[src/core/adc_host_cfg.svh]
/*
 Constants for the parallel host port of the sampling converter.
 Assumes inclusion by bare name from the core files.
*/
`ifndef ADC_HOST_CFG_SVH
`define ADC_HOST_CFG_SVH

`define DATA_W          13
`define NARROW_W        8
`define CFG_BW_BIT      3
`define CFG_SYNC_IN_BIT 4
`define CFG_CAL_BIT     5
`define CFG_START_BIT   6
`define CFG_RESET       13'h0000
`define CONV_TIME_NS    3600
`define CLK_PERIOD_NS   5
`define CAL_CYCLES      12'h400
`define CNT_W           12
`define CONV_CYCLES     (`CONV_TIME_NS / `CLK_PERIOD_NS)

`endif

[src/core/adc_host_pkg.sv]
/*
 Types shared by the host port modules.
 Assumes adc_host_cfg.svh is on the include path.
*/
`include "adc_host_cfg.svh"
package adc_host_pkg;
	typedef enum logic [1:0] {
		ST_IDLE = 2'b00,
		ST_CONV = 2'b01,
		ST_CAL  = 2'b11
	} conv_state_e;
endpackage

[src/core/host_strobe_if.sv]
/*
 Carrier between the strobe decoder and the port core.
 Assumes one clock domain shared by both ends.
*/
`timescale 1ns/1ps
`include "adc_host_cfg.svh"
interface host_strobe_if;
	logic                  wr_take;
	logic [`DATA_W-1:0]    wr_data;
	logic                  rd_active;
	logic                  wr_active;
	modport decoder (output wr_take, output wr_data,
		output rd_active, output wr_active);
	modport core (input wr_take, input wr_data,
		input rd_active, input wr_active);
endinterface

[src/core/adc_host_port.sv]
/*
 Parallel host port of a 13-bit sampling converter: configuration
 writes, read-back of results, sync pin and ready output.
 Assumes host pins synchronous to i_clock; the analog core is
 modelled by its conversion timing and an external result input.
*/
// Summary of operation
// Write edge strap caught at power up chooses latching strobe edge.
// Host keeps the strap steady after power up.
// Configuration bit 4 makes sync pin input (1) or output (0).
// Input mode: sync rising edge holds sample and starts conversion.
// Output mode: sync high during conversion, low when done.
// Bit 3 clear drives only lines 7..0; set drives all thirteen.
// Data bus is thirteen lines, line 12 most significant.
// Input buffers enabled only with write strobe and select low.
// Bus driven only while read strobe and select low; the enable here follows them one clock late.
// Host clock stays within 0.05 to 12 MHz; the timing here assumes a 5 ns i_clock (200 MHz).
// Active low ready flags start and end of requested functions.
// Full conversion completes within 3.6 microseconds.
// Host request runs self calibration before conversions resume.
// Configuration written through the ordinary select and write cycle.
`timescale 1ns/1ps
`include "adc_host_cfg.svh"
module adc_host_port (
	// Clock and reset
	input  wire logic               i_clock,
	input  wire logic               i_reset_n,
	// Host strobes and strap
	input  wire logic               i_chip_select_n,
	input  wire logic               i_write_n,
	input  wire logic               i_read_n,
	input  wire logic               i_write_edge_select,
	// Host data lines, split three ways
	input  wire logic [`DATA_W-1:0] i_host_data_lines,
	output logic      [`DATA_W-1:0] o_host_data_lines,
	output logic      [`DATA_W-1:0] o_host_data_lines_oe,
	// Sync pin, split three ways
	input  wire logic               i_sync,
	output logic                    o_sync,
	output logic                    o_sync_oe,
	// Converter result and ready
	input  wire logic [`DATA_W-1:0] i_conv_result,
	output logic                    o_ready_n
);
	typedef struct packed {
		logic [`DATA_W-1:0]         cfg;
		logic [`DATA_W-1:0]         result;
		adc_host_pkg::conv_state_e  st;
		logic [`CNT_W-1:0]          cnt;
		logic                       sync_prev;
		logic                       sync_out;
		logic                       sync_oe;
		logic                       ready_n;
		logic [`DATA_W-1:0]         dout;
		logic [`DATA_W-1:0]         doe;
	} port_s;

	localparam logic [`CNT_W-1:0] CONV_LAST = `CNT_W'(`CONV_CYCLES - 1);
	localparam logic [`CNT_W-1:0] CAL_LAST  = `CAL_CYCLES - `CNT_W'(1);

	host_strobe_if bus ();

	port_s state_reg;
	port_s state_next;

	host_strobe_decode u_decode (
		.i_clock             (i_clock),
		.i_reset_n           (i_reset_n),
		.i_chip_select_n     (i_chip_select_n),
		.i_write_n           (i_write_n),
		.i_read_n            (i_read_n),
		.i_write_edge_select (i_write_edge_select),
		.i_host_data_lines   (i_host_data_lines),
		.bus                 (bus.decoder)
	);

	// Lane enable mask for the chosen bus width
	function automatic logic [`DATA_W-1:0] lane_mask(input logic wide);
		// narrow bus keeps upper lanes off
		lane_mask = wide ? {`DATA_W{1'b1}}
			: {{(`DATA_W-`NARROW_W){1'b0}}, {`NARROW_W{1'b1}}};
	endfunction

	// Next state of the whole port
	always_comb begin
		logic start;
		start = 1'b0;
		state_next = state_reg;
		state_next.sync_prev = i_sync;
		// config via write cycle
		if (bus.wr_take) begin
			state_next.cfg = bus.wr_data;
		end
		// sync edge starts conversion
		if (state_reg.cfg[`CFG_SYNC_IN_BIT]) begin
			start = i_sync & ~state_reg.sync_prev;
		end else begin
			start = bus.wr_take & bus.wr_data[`CFG_START_BIT];
		end
		unique case (state_reg.st)
			adc_host_pkg::ST_IDLE: begin
				// calibration on request
				if (bus.wr_take && bus.wr_data[`CFG_CAL_BIT]) begin
					state_next.st = adc_host_pkg::ST_CAL;
					state_next.cnt = '0;
				end else if (start) begin
					state_next.st = adc_host_pkg::ST_CONV;
					state_next.cnt = '0;
				end
			end
			adc_host_pkg::ST_CONV: begin
				state_next.cnt = state_reg.cnt + `CNT_W'(1);
				// bounded conversion time
				if (state_reg.cnt == CONV_LAST) begin
					state_next.st = adc_host_pkg::ST_IDLE;
					state_next.result = i_conv_result;
				end
			end
			adc_host_pkg::ST_CAL: begin
				state_next.cnt = state_reg.cnt + `CNT_W'(1);
				// conversions wait for cal
				if (state_reg.cnt == CAL_LAST) begin
					state_next.st = adc_host_pkg::ST_IDLE;
				end
			end
			default: begin
				state_next.st = adc_host_pkg::ST_IDLE;
			end
		endcase
		// sync direction from bit 4
		state_next.sync_oe = ~state_next.cfg[`CFG_SYNC_IN_BIT];
		// sync marks conversion
		state_next.sync_out = state_next.sync_oe
			& (state_next.st == adc_host_pkg::ST_CONV);
		// ready_n high while busy
		state_next.ready_n = (state_next.st != adc_host_pkg::ST_IDLE);
		// drive one clock after a selected read
		// line 12 carries the msb
		state_next.dout = state_next.result;
		state_next.doe = bus.rd_active
			? lane_mask(state_next.cfg[`CFG_BW_BIT]) : '0;
	end

	// Single state register; reset gives input-only, idle, not ready
	always_ff @(posedge i_clock or negedge i_reset_n) begin
		if (!i_reset_n) begin
			state_reg <= '{cfg: `CFG_RESET, st: adc_host_pkg::ST_IDLE,
				ready_n: 1'b1, default: '0};
		end else begin
			state_reg <= state_next;
		end
	end

	// Outputs straight from flops
	assign o_host_data_lines    = state_reg.dout;
	assign o_host_data_lines_oe = state_reg.doe;
	assign o_sync               = state_reg.sync_out;
	assign o_sync_oe            = state_reg.sync_oe;
	assign o_ready_n            = state_reg.ready_n;
endmodule

[src/core/host_strobe_decode.sv]
/*
 Decodes chip select and strobes, catches the write edge strap.
 Assumes strobes already synchronous to i_clock.
*/
`timescale 1ns/1ps
`include "adc_host_cfg.svh"
module host_strobe_decode (
	// Clock and reset
	input  wire logic               i_clock,
	input  wire logic               i_reset_n,
	// Host pins
	input  wire logic               i_chip_select_n,
	input  wire logic               i_write_n,
	input  wire logic               i_read_n,
	input  wire logic               i_write_edge_select,
	input  wire logic [`DATA_W-1:0] i_host_data_lines,
	// To the core
	host_strobe_if.decoder          bus
);
	typedef struct packed {
		logic               strap_taken;
		logic               edge_fall;
		logic               wr_prev;
		logic               take;
		logic [`DATA_W-1:0] data;
	} dec_s;

	dec_s state_reg;
	dec_s state_next;
	logic wr_on;

	// input buffers gated
	assign wr_on = ~i_write_n & ~i_chip_select_n;

	// Strap sampled once after reset release, then edge tracking
	always_comb begin
		state_next = state_reg;
		state_next.take = 1'b0;
		state_next.wr_prev = wr_on;
		// strap caught once
		if (!state_reg.strap_taken) begin
			state_next.strap_taken = 1'b1;
			state_next.edge_fall = i_write_edge_select;
		end
		// latch on chosen edge
		if (state_reg.edge_fall ? (wr_on && !state_reg.wr_prev)
				: (!wr_on && state_reg.wr_prev)) begin
			state_next.take = state_reg.strap_taken;
		end
		// Data held while the strobe is active, so a rising edge sees it
		if (wr_on) begin
			state_next.data = i_host_data_lines;
		end
	end

	// State register
	always_ff @(posedge i_clock or negedge i_reset_n) begin
		if (!i_reset_n) begin
			state_reg <= '0;
		end else begin
			state_reg <= state_next;
		end
	end

	// Both edge modes use the word latched under the strobe, so the
	// live lines are never read once the input buffers are off
	assign bus.wr_take   = state_reg.take;
	assign bus.wr_data   = state_reg.data;
	assign bus.wr_active = wr_on;
	// output buffers gated
	assign bus.rd_active = ~i_read_n & ~i_chip_select_n;
endmodule

[config.mk]
export PLATFORM = sky130hd
export DESIGN_NAME = adc_host_port
export DESIGN_NICKNAME = d
export VERILOG_FILES = /design/src/core/adc_host_pkg.sv /design/src/core/host_strobe_if.sv /design/src/core/adc_host_port.sv /design/src/core/host_strobe_decode.sv
export VERILOG_INCLUDE_DIRS = /design/src /design/src/core
export SDC_FILE = /design/constraint.sdc
export NUM_CORES = 1
export LEC_CHECK = 0
export BUFFER_PORTS_ARGS = -buffer_cell sky130_fd_sc_hd__buf_2
export CORE_AREA = 2 2 67 69
export DETAILED_ROUTE_END_ITERATION = 10
export DIE_AREA = 0 0 69 71
export PLACE_DENSITY = 0.78
export SLEW_MARGIN = 5
export SYNTH_ARGS = -nofsm -noshare
export SYNTH_HDL_FRONTEND = slang
export SYNTH_SLANG_ARGS = --single-unit
export TNS_END_PERCENT = 20
[constraint.sdc]
create_clock -name i_clock -period 2.3 [get_ports i_clock]
set_clock_uncertainty 0.2 [all_clocks]
set_input_delay 0.115 -clock i_clock [delete_from_list [all_inputs] [get_ports i_clock]]
set_output_delay 0.115 -clock i_clock [all_outputs]
set_load 0.02 [all_outputs]
==> impl_metrics.env, run 1 <==
export IMPL_p_leak_nw=1.25
export IMPL_drt_initial_drc_count=75
export IMPL_syn_avg_cell_area_um2=12.4
export IMPL_drcViolationCount=0
export IMPL_combPwrFrac_pct=12.4
export IMPL_multi_input_area_um2=767
export IMPL_power_density_mw_per_mm2=632
export IMPL_dpl_hpwl_um=2390
export IMPL_pwr_share_seq_pct=51.0
export IMPL_synth_seq_cells=43
export IMPL_rows=24
export IMPL_crit_arrival_ps=2060
export IMPL_drt_total_wl_um=3890
export IMPL_postRouteAntennaNets=0
export IMPL_grt_pass1_vias=1506
export IMPL_min_delay_path_depth=4
export IMPL_r2r_cells=6
export IMPL_cts_tree="yes"
export IMPL_total_power_w=0.00161
export IMPL_reg2reg_slack_ps=220
export IMPL_gp_congestion=0.838
export IMPL_overflow=0
export IMPL_regArea_mm2=0.00108
export IMPL_cts_root_buf="clkbuf_8"
export IMPL_drive_gt1_share_pct=40.9
export IMPL_worst_setup_path_end_kind="flop"
export IMPL_swShare_pct=22.7
export IMPL_die_w_um=69
export IMPL_clock_latency_ps=290
export IMPL_synth_flop_cell="dfrtp_1"
export IMPL_design_area_mm2=0.00255
export IMPL_rsz0062_at_grt="false"
export IMPL_worstMarginPinSlew_ps=910
export IMPL_drv_slew=0
export IMPL_placed_area_mm2=0.00220
export IMPL_antenna_found_initial=0
export IMPL_yosysUniqueCellTypes=38
export IMPL_synth_cells=168
export IMPL_holdWs_ps=32.2
export IMPL_hold_viol_final=0
export IMPL_grt_pass1_wl_um=6980
export IMPL_drt_pass1_iter_count=4
export IMPL_wl_per_cell_um=14.0
export IMPL_slew_headroom_pct=39.4
export IMPL_synth_warnings=0
export IMPL_hp_class="input port to flop"
export IMPL_outcome="completed"
export IMPL_synth_edff_count=0
export IMPL_core_area_mm2=0.00420
export IMPL_clock_path_buffers=2
export IMPL_n_antenna_cell=0
export IMPL_async_flop_share_pct=100
export IMPL_finalNetCount=258
export IMPL_pin_count=62
export IMPL_setup_tns_ps=0
export IMPL_largest_reg_flops=17
export IMPL_vdd_drop_max_v=0.000353
export IMPL_vias_per_cell=5.09
export IMPL_initial_core_util_pct=49.5
export IMPL_fmax_mhz=480
export IMPL_critPathLaunchType="flop"
export IMPL_synth_area_mm2=0.00208
export IMPL_fp_dieArea_mm2=0.00490
export IMPL_yosysSeqAreaShare_pct=51.7
export IMPL_chipHeight_um=71
export IMPL_intPower_w=0.00125
export IMPL_numPortBuffers=52
export IMPL_grtUsageTotal_pct=18.0
export IMPL_cts_buffers=5
export IMPL_clk_pin_slew_worst_paths_ps=80
export IMPL_p_clk_share_pct=36.7
export IMPL_area_growth_pct=22.7
export IMPL_vias=1410
export IMPL_period_share_pct=90.5
export IMPL_critical_path_class="flop to flop"
export IMPL_synth_nets=202
export IMPL_fin_util_pct=60.7
export IMPL_drv_cap=0
export IMPL_cts_sinks=43
export IMPL_grt_max_degree=44
export IMPL_critical_path_max_fanout=10
export IMPL_power_switching_w=0.000367
export IMPL_crit_required_ps=2280
export IMPL_period_minus_slack_ps=2080
export IMPL_cts_resized=0
export IMPL_cts_max_level=2
export IMPL_setup_viol=0
export IMPL_fillCellCount=332
kinds of logic (layout without fill, tap and decap cells):
group                    Yosys count  count (layout)  synth area share (%)
flip-flops                        43              43                  51.7
multiplexers                      21              21                  13.2
AO/OA/AOI/OAI                     22              22                  8.29
AND/OR/NAND/NOR                   42              42                  12.1
XOR/XNOR                           6               6                  2.52
other                              1               1                 0.180
adder cells (fa/ha/maj)            1               1                 0.601
buffers and inverters             32              89                  11.4
power groups by stage:
stage / clock network, W / logic [W] / registers, W
2_1_floorplan: 0 / 0.0000992 / 0.000851
3_3_place_gp: 0 / 0.000161 / 0.000837
3_5_place_dp: 0 / 0.000165 / 0.000837
4_1_cts: 0.000608 / 0.000198 / 0.000822
5_1_grt: 0.000641 / 0.000219 / 0.000829
6_report: 0.000591 / 0.000199 / 0.000823
cell type report:
class	count	share of cell area (%)
repair buffers	78	20.2
inverters	3	0.441
clock inverters	2	1.37
flip-flops and latches	43	42.2
well taps	52	2.55
multi-input cells	93	30.0
clock buffers	6	3.23
timing repair:
item | CTS | global route
buffers inserted | 0 | 0
endpoints found under the hold margin | 64 | 0
endpoints found under the setup margin | 0 | 0
hold buffers | 24 | 0
synthesized netlist by cell type, types with 2 or more instances:
cell | number | area (um2)
dfrtp_1 | 42 | 1050
buf_4 | 27 | 203
mux2_2 | 11 | 124
mux2_4 | 10 | 150
nor2_1 | 9 | 33.8
nand2_1 | 7 | 26.3
nand3_1 | 6 | 30.0
a22o_1 | 5 | 43.8
and4_1 | 4 | 35.0
o21ai_0 | 4 | 20.0
xnor2_1 | 4 | 35.0
a21boi_0 | 3 | 22.5
inv_1 | 3 | 11.3
nand4_1 | 3 | 18.8
nor2b_1 | 3 | 18.8
a21bo_2 | 2 | 20.0
and2_1 | 2 | 12.5
or3_1 | 2 | 12.5
xor2_1 | 2 | 17.5
final timing paths:
path / startpoint / endpoint
min in group asynchronous: i_reset_n / o_host_data_lines[5]
max in group asynchronous: i_reset_n / o_host_data_lines[7]
worst max-delay path: state_reg[30] / o_host_data_lines[2]
worst max register to register: state_reg[30] / o_host_data_lines[2]
worst min-delay path: i_chip_select_n / u_decode.bus.wr_take
worst min register to register: state_reg[60] / state_reg[60]
cell usage in the layout, fill, tap and decap left out, types with 4 or more instances in the layout:
master	count
buf_2	52
dfrtp_1	42
dlygate4sd3_1	24
mux2_2	11
mux2_4	10
nor2_1	9
nand2_1	7
nand3_1	6
clkbuf_8	6
a22o_1	5
and4_1	4
o21ai_0	4
xnor2_1	4
per-stage QoR:
step                      setup WS, ps  std cells
after detailed placement           225        245
after global routing              62.6        277
after floorplan                    467        168
after global placement             259        245
final                              218        277
after CTS                          220        277
metal layers:
metal / routed length (um) / part of all wire [%] / GRT usage (%) / vias up
li1: - / - / - / 673
met1: 1580 / 41 / 21.4 / 684
met2: 2020 / 52 / 31.9 / 47
met3: 238 / 6.1 / 5.56 / 6
met4: 45 / 1.2 / 5.01 / 0
met5: 0 / 0 / 0 / -
critical path, stage by stage (launching register included):
cell	delay, ps
dfrtp_1	390
ha_1	250
and4_1	280
nand3_2	120
nor2_4	160
buf_4	250
mux2_4	320
(Power assumes the default switching activity.)
==> run 2, diff against run 1 <==
--- a/config.mk
+++ b/config.mk
@@ -6,11 +6,11 @@
 export SDC_FILE = /design/constraint.sdc
 export NUM_CORES = 1
 export LEC_CHECK = 0
-export BUFFER_PORTS_ARGS = -buffer_cell sky130_fd_sc_hd__buf_2
-export CORE_AREA = 2 2 67 69
+export CORE_AREA = 2 2 61 63
 export DETAILED_ROUTE_END_ITERATION = 10
-export DIE_AREA = 0 0 69 71
-export PLACE_DENSITY = 0.78
+export DIE_AREA = 0 0 63 65
+export DONT_BUFFER_PORTS = 1
+export PLACE_DENSITY = 0.77
 export SLEW_MARGIN = 5
 export SYNTH_ARGS = -nofsm -noshare
 export SYNTH_HDL_FRONTEND = slang
==> run 2 against run 1 <==
Compared with the run above:
- die area decreased by 16%
- maximum frequency decreased by 3.6%
- flip-flop and latch count unchanged
- cell count decreased by 18%
- critical path depth unchanged
- sequential power increased by 4.6%
- routed wire length increased by 1.9%
- register-to-register slack got worse by 80 ps
- sequential share of layout area increased by 4.6 points
- utilization increased by 5.1 points
- largest power group unchanged
==> impl_metrics.env, run 2 (synthesis gave the netlist of run 1 again) <==
export IMPL_cts_root_buf="clkbuf_4"
export IMPL_grt_max_degree=44
export IMPL_largest_reg_flops=17
export IMPL_worstMarginPinSlew_ps=874
export IMPL_vdd_drop_max_v=0.000278
export IMPL_finalNetCount=211
export IMPL_clock_path_buffers=2
export IMPL_pwr_share_seq_pct=62.1
export IMPL_gp_congestion=0.856
export IMPL_die_w_um=63
export IMPL_wl_per_cell_um=17.5
export IMPL_grt_busiest_layer="met2"
export IMPL_drive_gt1_share_pct=23.0
export IMPL_cts_setup_buffers=0
export IMPL_critPathLaunchType="flop"
export IMPL_p_leak_nw=1.01
export IMPL_fin_ws_ps=141
export IMPL_cts_resized=0
export IMPL_period_minus_slack_ps=2160
export IMPL_antenna_found_initial=0
export IMPL_vias_per_cell=5.68
export IMPL_intPower_w=0.00103
export IMPL_cts_max_level=2
export IMPL_critical_path_class="flop to flop"
export IMPL_drt_pass1_iter_count=4
export IMPL_drv_cap=0
export IMPL_numPortBuffers=0
export IMPL_dp_slack_ps=203
export IMPL_power_density_mw_per_mm2=603
export IMPL_grt_util_met2_pct=37.0
export IMPL_chipHeight_um=65
export IMPL_rsz0062_at_grt="false"
export IMPL_grt_pass1_wl_um=6580
export IMPL_vias=1284
export IMPL_drv_slew=0
export IMPL_cts_tree="yes"
export IMPL_setup_viol=0
export IMPL_use_met1_pct=24.5
export IMPL_period_share_pct=93.9
export IMPL_postRouteAntennaNets=0
export IMPL_power_switching_w=0.000360
export IMPL_grtUsageMet3_pct=6.60
export IMPL_multi_input_area_um2=767
export IMPL_slew_headroom_pct=41.7
export IMPL_n_antenna_cell=0
export IMPL_worst_setup_path_end_kind="flop"
export IMPL_cts_sinks=43
export IMPL_crit_required_ps=2350
export IMPL_swShare_pct=26.0
export IMPL_pin_count=62
export IMPL_fillCellCount=237
export IMPL_regArea_mm2=0.00108
export IMPL_drt_total_wl_um=3960
export IMPL_p_clk_share_pct=27.7
export IMPL_mostFrequentLayoutCell="dfrtp_1"
export IMPL_final_cell_mix="42 x dfrtp_1, 27 x dlygate4sd3_1, 11 x mux2_2"
export IMPL_hold_viol_final=0
export IMPL_clock_latency_ps=350
export IMPL_fp_dieArea_mm2=0.00410
export IMPL_drcViolationCount=0
export IMPL_clk_pin_slew_worst_paths_ps=120
export IMPL_rows=22
export IMPL_initial_core_util_pct=59.6
export IMPL_fmax_mhz=463
export IMPL_cts_buffers=5
export IMPL_outcome="completed"
export IMPL_combPwrFrac_pct=10.3
export IMPL_drt_initial_drc_count=81
export IMPL_grt_pass1_vias=1348
export IMPL_crit_arrival_ps=2210
export IMPL_overflow=0
export IMPL_dpl_hpwl_um=2280
export IMPL_grtUsageTotal_pct=21.4
export IMPL_hp_class="input port to asynchronous set/reset pin"
export IMPL_setup_tns_ps=0
export IMPL_critical_path_max_fanout=9
export IMPL_area_growth_pct=10.5
export IMPL_core_area_mm2=0.00350
-- run 2: changes by cell type in the layout (fill, tap and decap cells not counted), sizes merged --
cell	delta
bufinv	-1
clkbuf	+1
dlygate4sd3	+3
buf	-50
-- run 2: path summary, 6_finish.rpt --
check,startpoint,end,slack (ps),depth (start not counted)
max in group asynchronous,i_reset_n,o_ready_n,1630,2
min,i_reset_n,state_reg[42],20,2
min reg2reg,u_decode.state_reg[16],u_decode.state_reg[15],340,1
max reg2reg,state_reg[30],o_host_data_lines[8],140,6
min in group i_clock,i_sync,o_ready_n,80,3
max,state_reg[30],o_host_data_lines[8],140,6
-- run 2: layer usage --
metal	routed length [um]	vias to the layer above
met1	1620	654
met4	119	0
met2	2010	39
met3	213	12
li1	-	579
met5	0	-
-- run 2: cell type report --
cell class / instances / share of cell area (%)
sequential: 43 / 46.8
multi-input combinational: 93 / 33.3
timing repair buffer: 31 / 14.1
tap: 48 / 2.61
clock buffer: 7 / 2.39
inverter: 3 / 0.489
clock inverter: 1 / 0.218
-- run 2: what timing repair did --
action	in CTS	in global routing
endpoints found under the setup margin	0	0
hold endpoints to repair	71	0
hold buffers	28	0
-- run 2: power by group through the flow --
stage	sequential [W]	clock (W)	combinational [W]
global route	0.000865	0.000420	0.000155
CTS	0.000858	0.000386	0.000138
detailed placement	0.000872	0	0.0000741
global placement	0.000871	0	0.0000689
finish	0.000861	0.000384	0.000142
floorplan	0.000851	0	0.0000992
-- run 2: metrics by stage --
| stage | power (W) | hold WS [ps] | instance area, um2 | instances | util (%) |
|---|---|---|---|---|---|
| finish | 0.00139 | 21.2 | 2300 | 226 | 65.8 |
| global route | 0.00144 | 30.9 | 2300 | 226 | 65.8 |
| CTS | 0.00138 | 15.3 | 2300 | 226 | 65.8 |
| detailed placement | 0.000946 | -379 | 1950 | 190 | 55.8 |
| global placement | 0.000940 | -380 | 1950 | 190 | 55.8 |
| floorplan | 0.000950 | -381 | 2080 | 168 | - |
-- run 2: worst max-delay path, stage by stage (launching register included) --
cell	delay [ps]
dfrtp_1	420
ha_1	250
and4_1	280
nand3_2	140
nor2_4	270
buf_12	180
mux2_2	330
==> run 3, diff against run 2 <==
--- a/config.mk
+++ b/config.mk
@@ -6,13 +6,14 @@
 export SDC_FILE = /design/constraint.sdc
 export NUM_CORES = 1
 export LEC_CHECK = 0
-export CORE_AREA = 2 2 61 63
+export CORE_AREA = 2 2 66 68
 export DETAILED_ROUTE_END_ITERATION = 10
-export DIE_AREA = 0 0 63 65
+export DIE_AREA = 0 0 68 70
 export DONT_BUFFER_PORTS = 1
-export PLACE_DENSITY = 0.77
+export PLACE_DENSITY = 0.78
 export SLEW_MARGIN = 5
 export SYNTH_ARGS = -nofsm -noshare
 export SYNTH_HDL_FRONTEND = slang
+export SYNTH_HIERARCHICAL = 1
 export SYNTH_SLANG_ARGS = --single-unit
 export TNS_END_PERCENT = 20
==> run 3 against run 2 <==
Compared with the run above:
- sequential power is 0.5% lower
- area after synthesis hardly changed
- cell count is 1.3% higher
- worst setup slack gained 120 ps
- flip-flop and latch count is the same
- critical path type unchanged
- total power increased by 4.6%
==> impl_metrics.env, run 3 <==
export IMPL_outcome="completed"
export IMPL_design_area_mm2=0.00227
export IMPL_worstPathCellList="ha_1, and3_2, nand2_2, nor3_4, buf_4, mux2_2"
export IMPL_mostFrequentLayoutCell="dfrtp_1"
export IMPL_period_minus_slack_ps=2040
export IMPL_largest_reg_flops=17
export IMPL_synth_warnings=6
export IMPL_fmax_mhz=490
export IMPL_gp_congestion=0.789
export IMPL_drt_pass1_iter_count=4
export IMPL_worst_setup_path_end_kind="flop"
export IMPL_clk_pin_slew_worst_paths_ps=70
export IMPL_grtUsageTotal_pct=16.7
export IMPL_cts_max_level=2
export IMPL_overflow=0
export IMPL_drcViolationCount=0
export IMPL_grt_max_degree=44
export IMPL_p_clk_share_pct=31.9
export IMPL_syn_avg_cell_area_um2=11.9
export IMPL_antenna_found_initial=0
export IMPL_setup_viol=0
export IMPL_p_leak_nw=0.981
export IMPL_rsz0062_at_grt="false"
export IMPL_intPower_w=0.00108
export IMPL_drv_slew=0
export IMPL_power_switching_w=0.000368
export IMPL_grt_pass1_wl_um=5920
export IMPL_critPathLaunchType="flop"
export IMPL_hold_viol_final=0
export IMPL_crit_required_ps=2280
export IMPL_synth_area_mm2=0.00208
export IMPL_initial_core_util_pct=50.3
export IMPL_vdd_drop_max_v=0.000332
export IMPL_placed_area_mm2=0.00191
export IMPL_combPwrFrac_pct=9.1
export IMPL_critical_path_class="flop to flop"
export IMPL_numPortBuffers=0
export IMPL_fp_dieArea_mm2=0.00476
export IMPL_area_growth_pct=8.77
export IMPL_worstMarginPinSlew_ps=889
export IMPL_slowest_stage="dfrtp_1"
export IMPL_synth_nets=209
export IMPL_pwr_share_seq_pct=59.1
export IMPL_period_share_pct=88.7
export IMPL_final_cell_mix="42 x dfrtp_1, 25 x dlygate4sd3_1, 19 x mux2_2"
export IMPL_drv_cap=0
export IMPL_cts_tree="yes"
export IMPL_setup_tns_ps=0
export IMPL_swShare_pct=25.4
export IMPL_dpl_hpwl_um=2430
export IMPL_postRouteAntennaNets=0
export IMPL_rows=24
export IMPL_cts_sinks=43
export IMPL_power_density_mw_per_mm2=640
export IMPL_synth_cells=175
export IMPL_drive_gt1_share_pct=23.2
export IMPL_critical_path_max_fanout=13
export IMPL_wl_per_cell_um=15.6
export IMPL_crit_arrival_ps=2020
export IMPL_hp_class="input port to asynchronous set/reset pin"
export IMPL_finalNetCount=210
export IMPL_die_w_um=68
export IMPL_vias=1254
export IMPL_drt_initial_drc_count=82
export IMPL_cts_root_buf="clkbuf_8"
export IMPL_max_stage_delay_ps=400
export IMPL_slew_headroom_pct=40.8
export IMPL_core_area_mm2=0.00414
export IMPL_chipHeight_um=70
export IMPL_vias_per_cell=5.48
export IMPL_pin_count=62
export IMPL_cts_buffers=5
export IMPL_cts_resized=0
export IMPL_clock_latency_ps=300
export IMPL_n_antenna_cell=0
export IMPL_grt_pass1_vias=1300
export IMPL_clock_path_buffers=2
export IMPL_drt_total_wl_um=3560
## run 3: final timing paths
| kind | start | end | slack [ps] | depth (start not counted) |
|---|---|---|---|---|
| setup / recovery | state_reg[30] | o_host_data_lines[12] | 260 | 6 |
| hold / removal | i_reset_n | state_reg[35] | 100 | 2 |
| setup reg to reg | state_reg[30] | o_host_data_lines[12] | 260 | 6 |
| hold reg to reg | u_decode/bus.wr_data[6] | u_decode/bus.wr_data[6] | 310 | 1 |
| max in group asynchronous | i_reset_n | o_ready_n | 1540 | 2 |
| min in group i_clock | i_chip_select_n | o_host_data_lines_oe[7] | 240 | 2 |
## run 3: cell type report
cell class	count	area (um2)
Multi-Input combinational cell	93	731
Clock inverter	2	12.5
Sequential cell	43	1080
Timing Repair Buffer	29	293
Clock buffer	6	72.6
Inverter	4	15.0
Tap cell	52	65.1
Fill cell	338	1880
## run 3: metal layers
| metal | wire length, um | share of wire (%) | global-route usage, % | up-vias |
|---|---|---|---|---|
| li1 | - | - | - | 581 |
| met1 | 1410 | 40 | 19.4 | 608 |
| met2 | 1830 | 51 | 28.3 | 57 |
| met3 | 252 | 7.1 | 4.19 | 8 |
| met4 | 67 | 1.9 | 7.33 | 0 |
| met5 | 0 | 0 | 0 | - |
## run 3: repair_timing
item,4_1_cts,5_1_grt
endpoints found under the setup margin,0,0
hold endpoints to repair,70,0
hold buffers,26,0
setup buffers,0,0
## run 3: critical path, delay by kind of cell, from the launching register on
| kind | cells | cell delay, ps |
|---|---|---|
| multiplexers | 1 | 370 |
| flip-flops | 1 | 400 |
| buffers and inverters | 1 | 230 |
| AND/OR/NAND/NOR | 3 | 550 |
| adder cells (fa/ha/maj) | 1 | 170 |
## run 3: metrics by stage
step / hold WS [ps] / cells / total power (W) / worst slack, ps / util, %
floorplan: -381 / 175 / 0.000972 / 408 / -
global placement: -379 / 195 / 0.000947 / 344 / 46.1
detailed placement: -380 / 195 / 0.000951 / 267 / 46.1
CTS: 118 / 229 / 0.00147 / 253 / 54.7
global route: 122 / 229 / 0.00153 / 140 / 54.7
finish: 103 / 229 / 0.00145 / 261 / 54.7
## run 3: power groups by stage
stage	registers (W)	logic [W]	clock network (W)
floorplan	0.000851	0.000121	0
global placement	0.000870	0.0000768	0
detailed placement	0.000872	0.0000784	0
CTS	0.000858	0.000132	0.000479
global route	0.000863	0.000146	0.000522
finish	0.000857	0.000131	0.000463
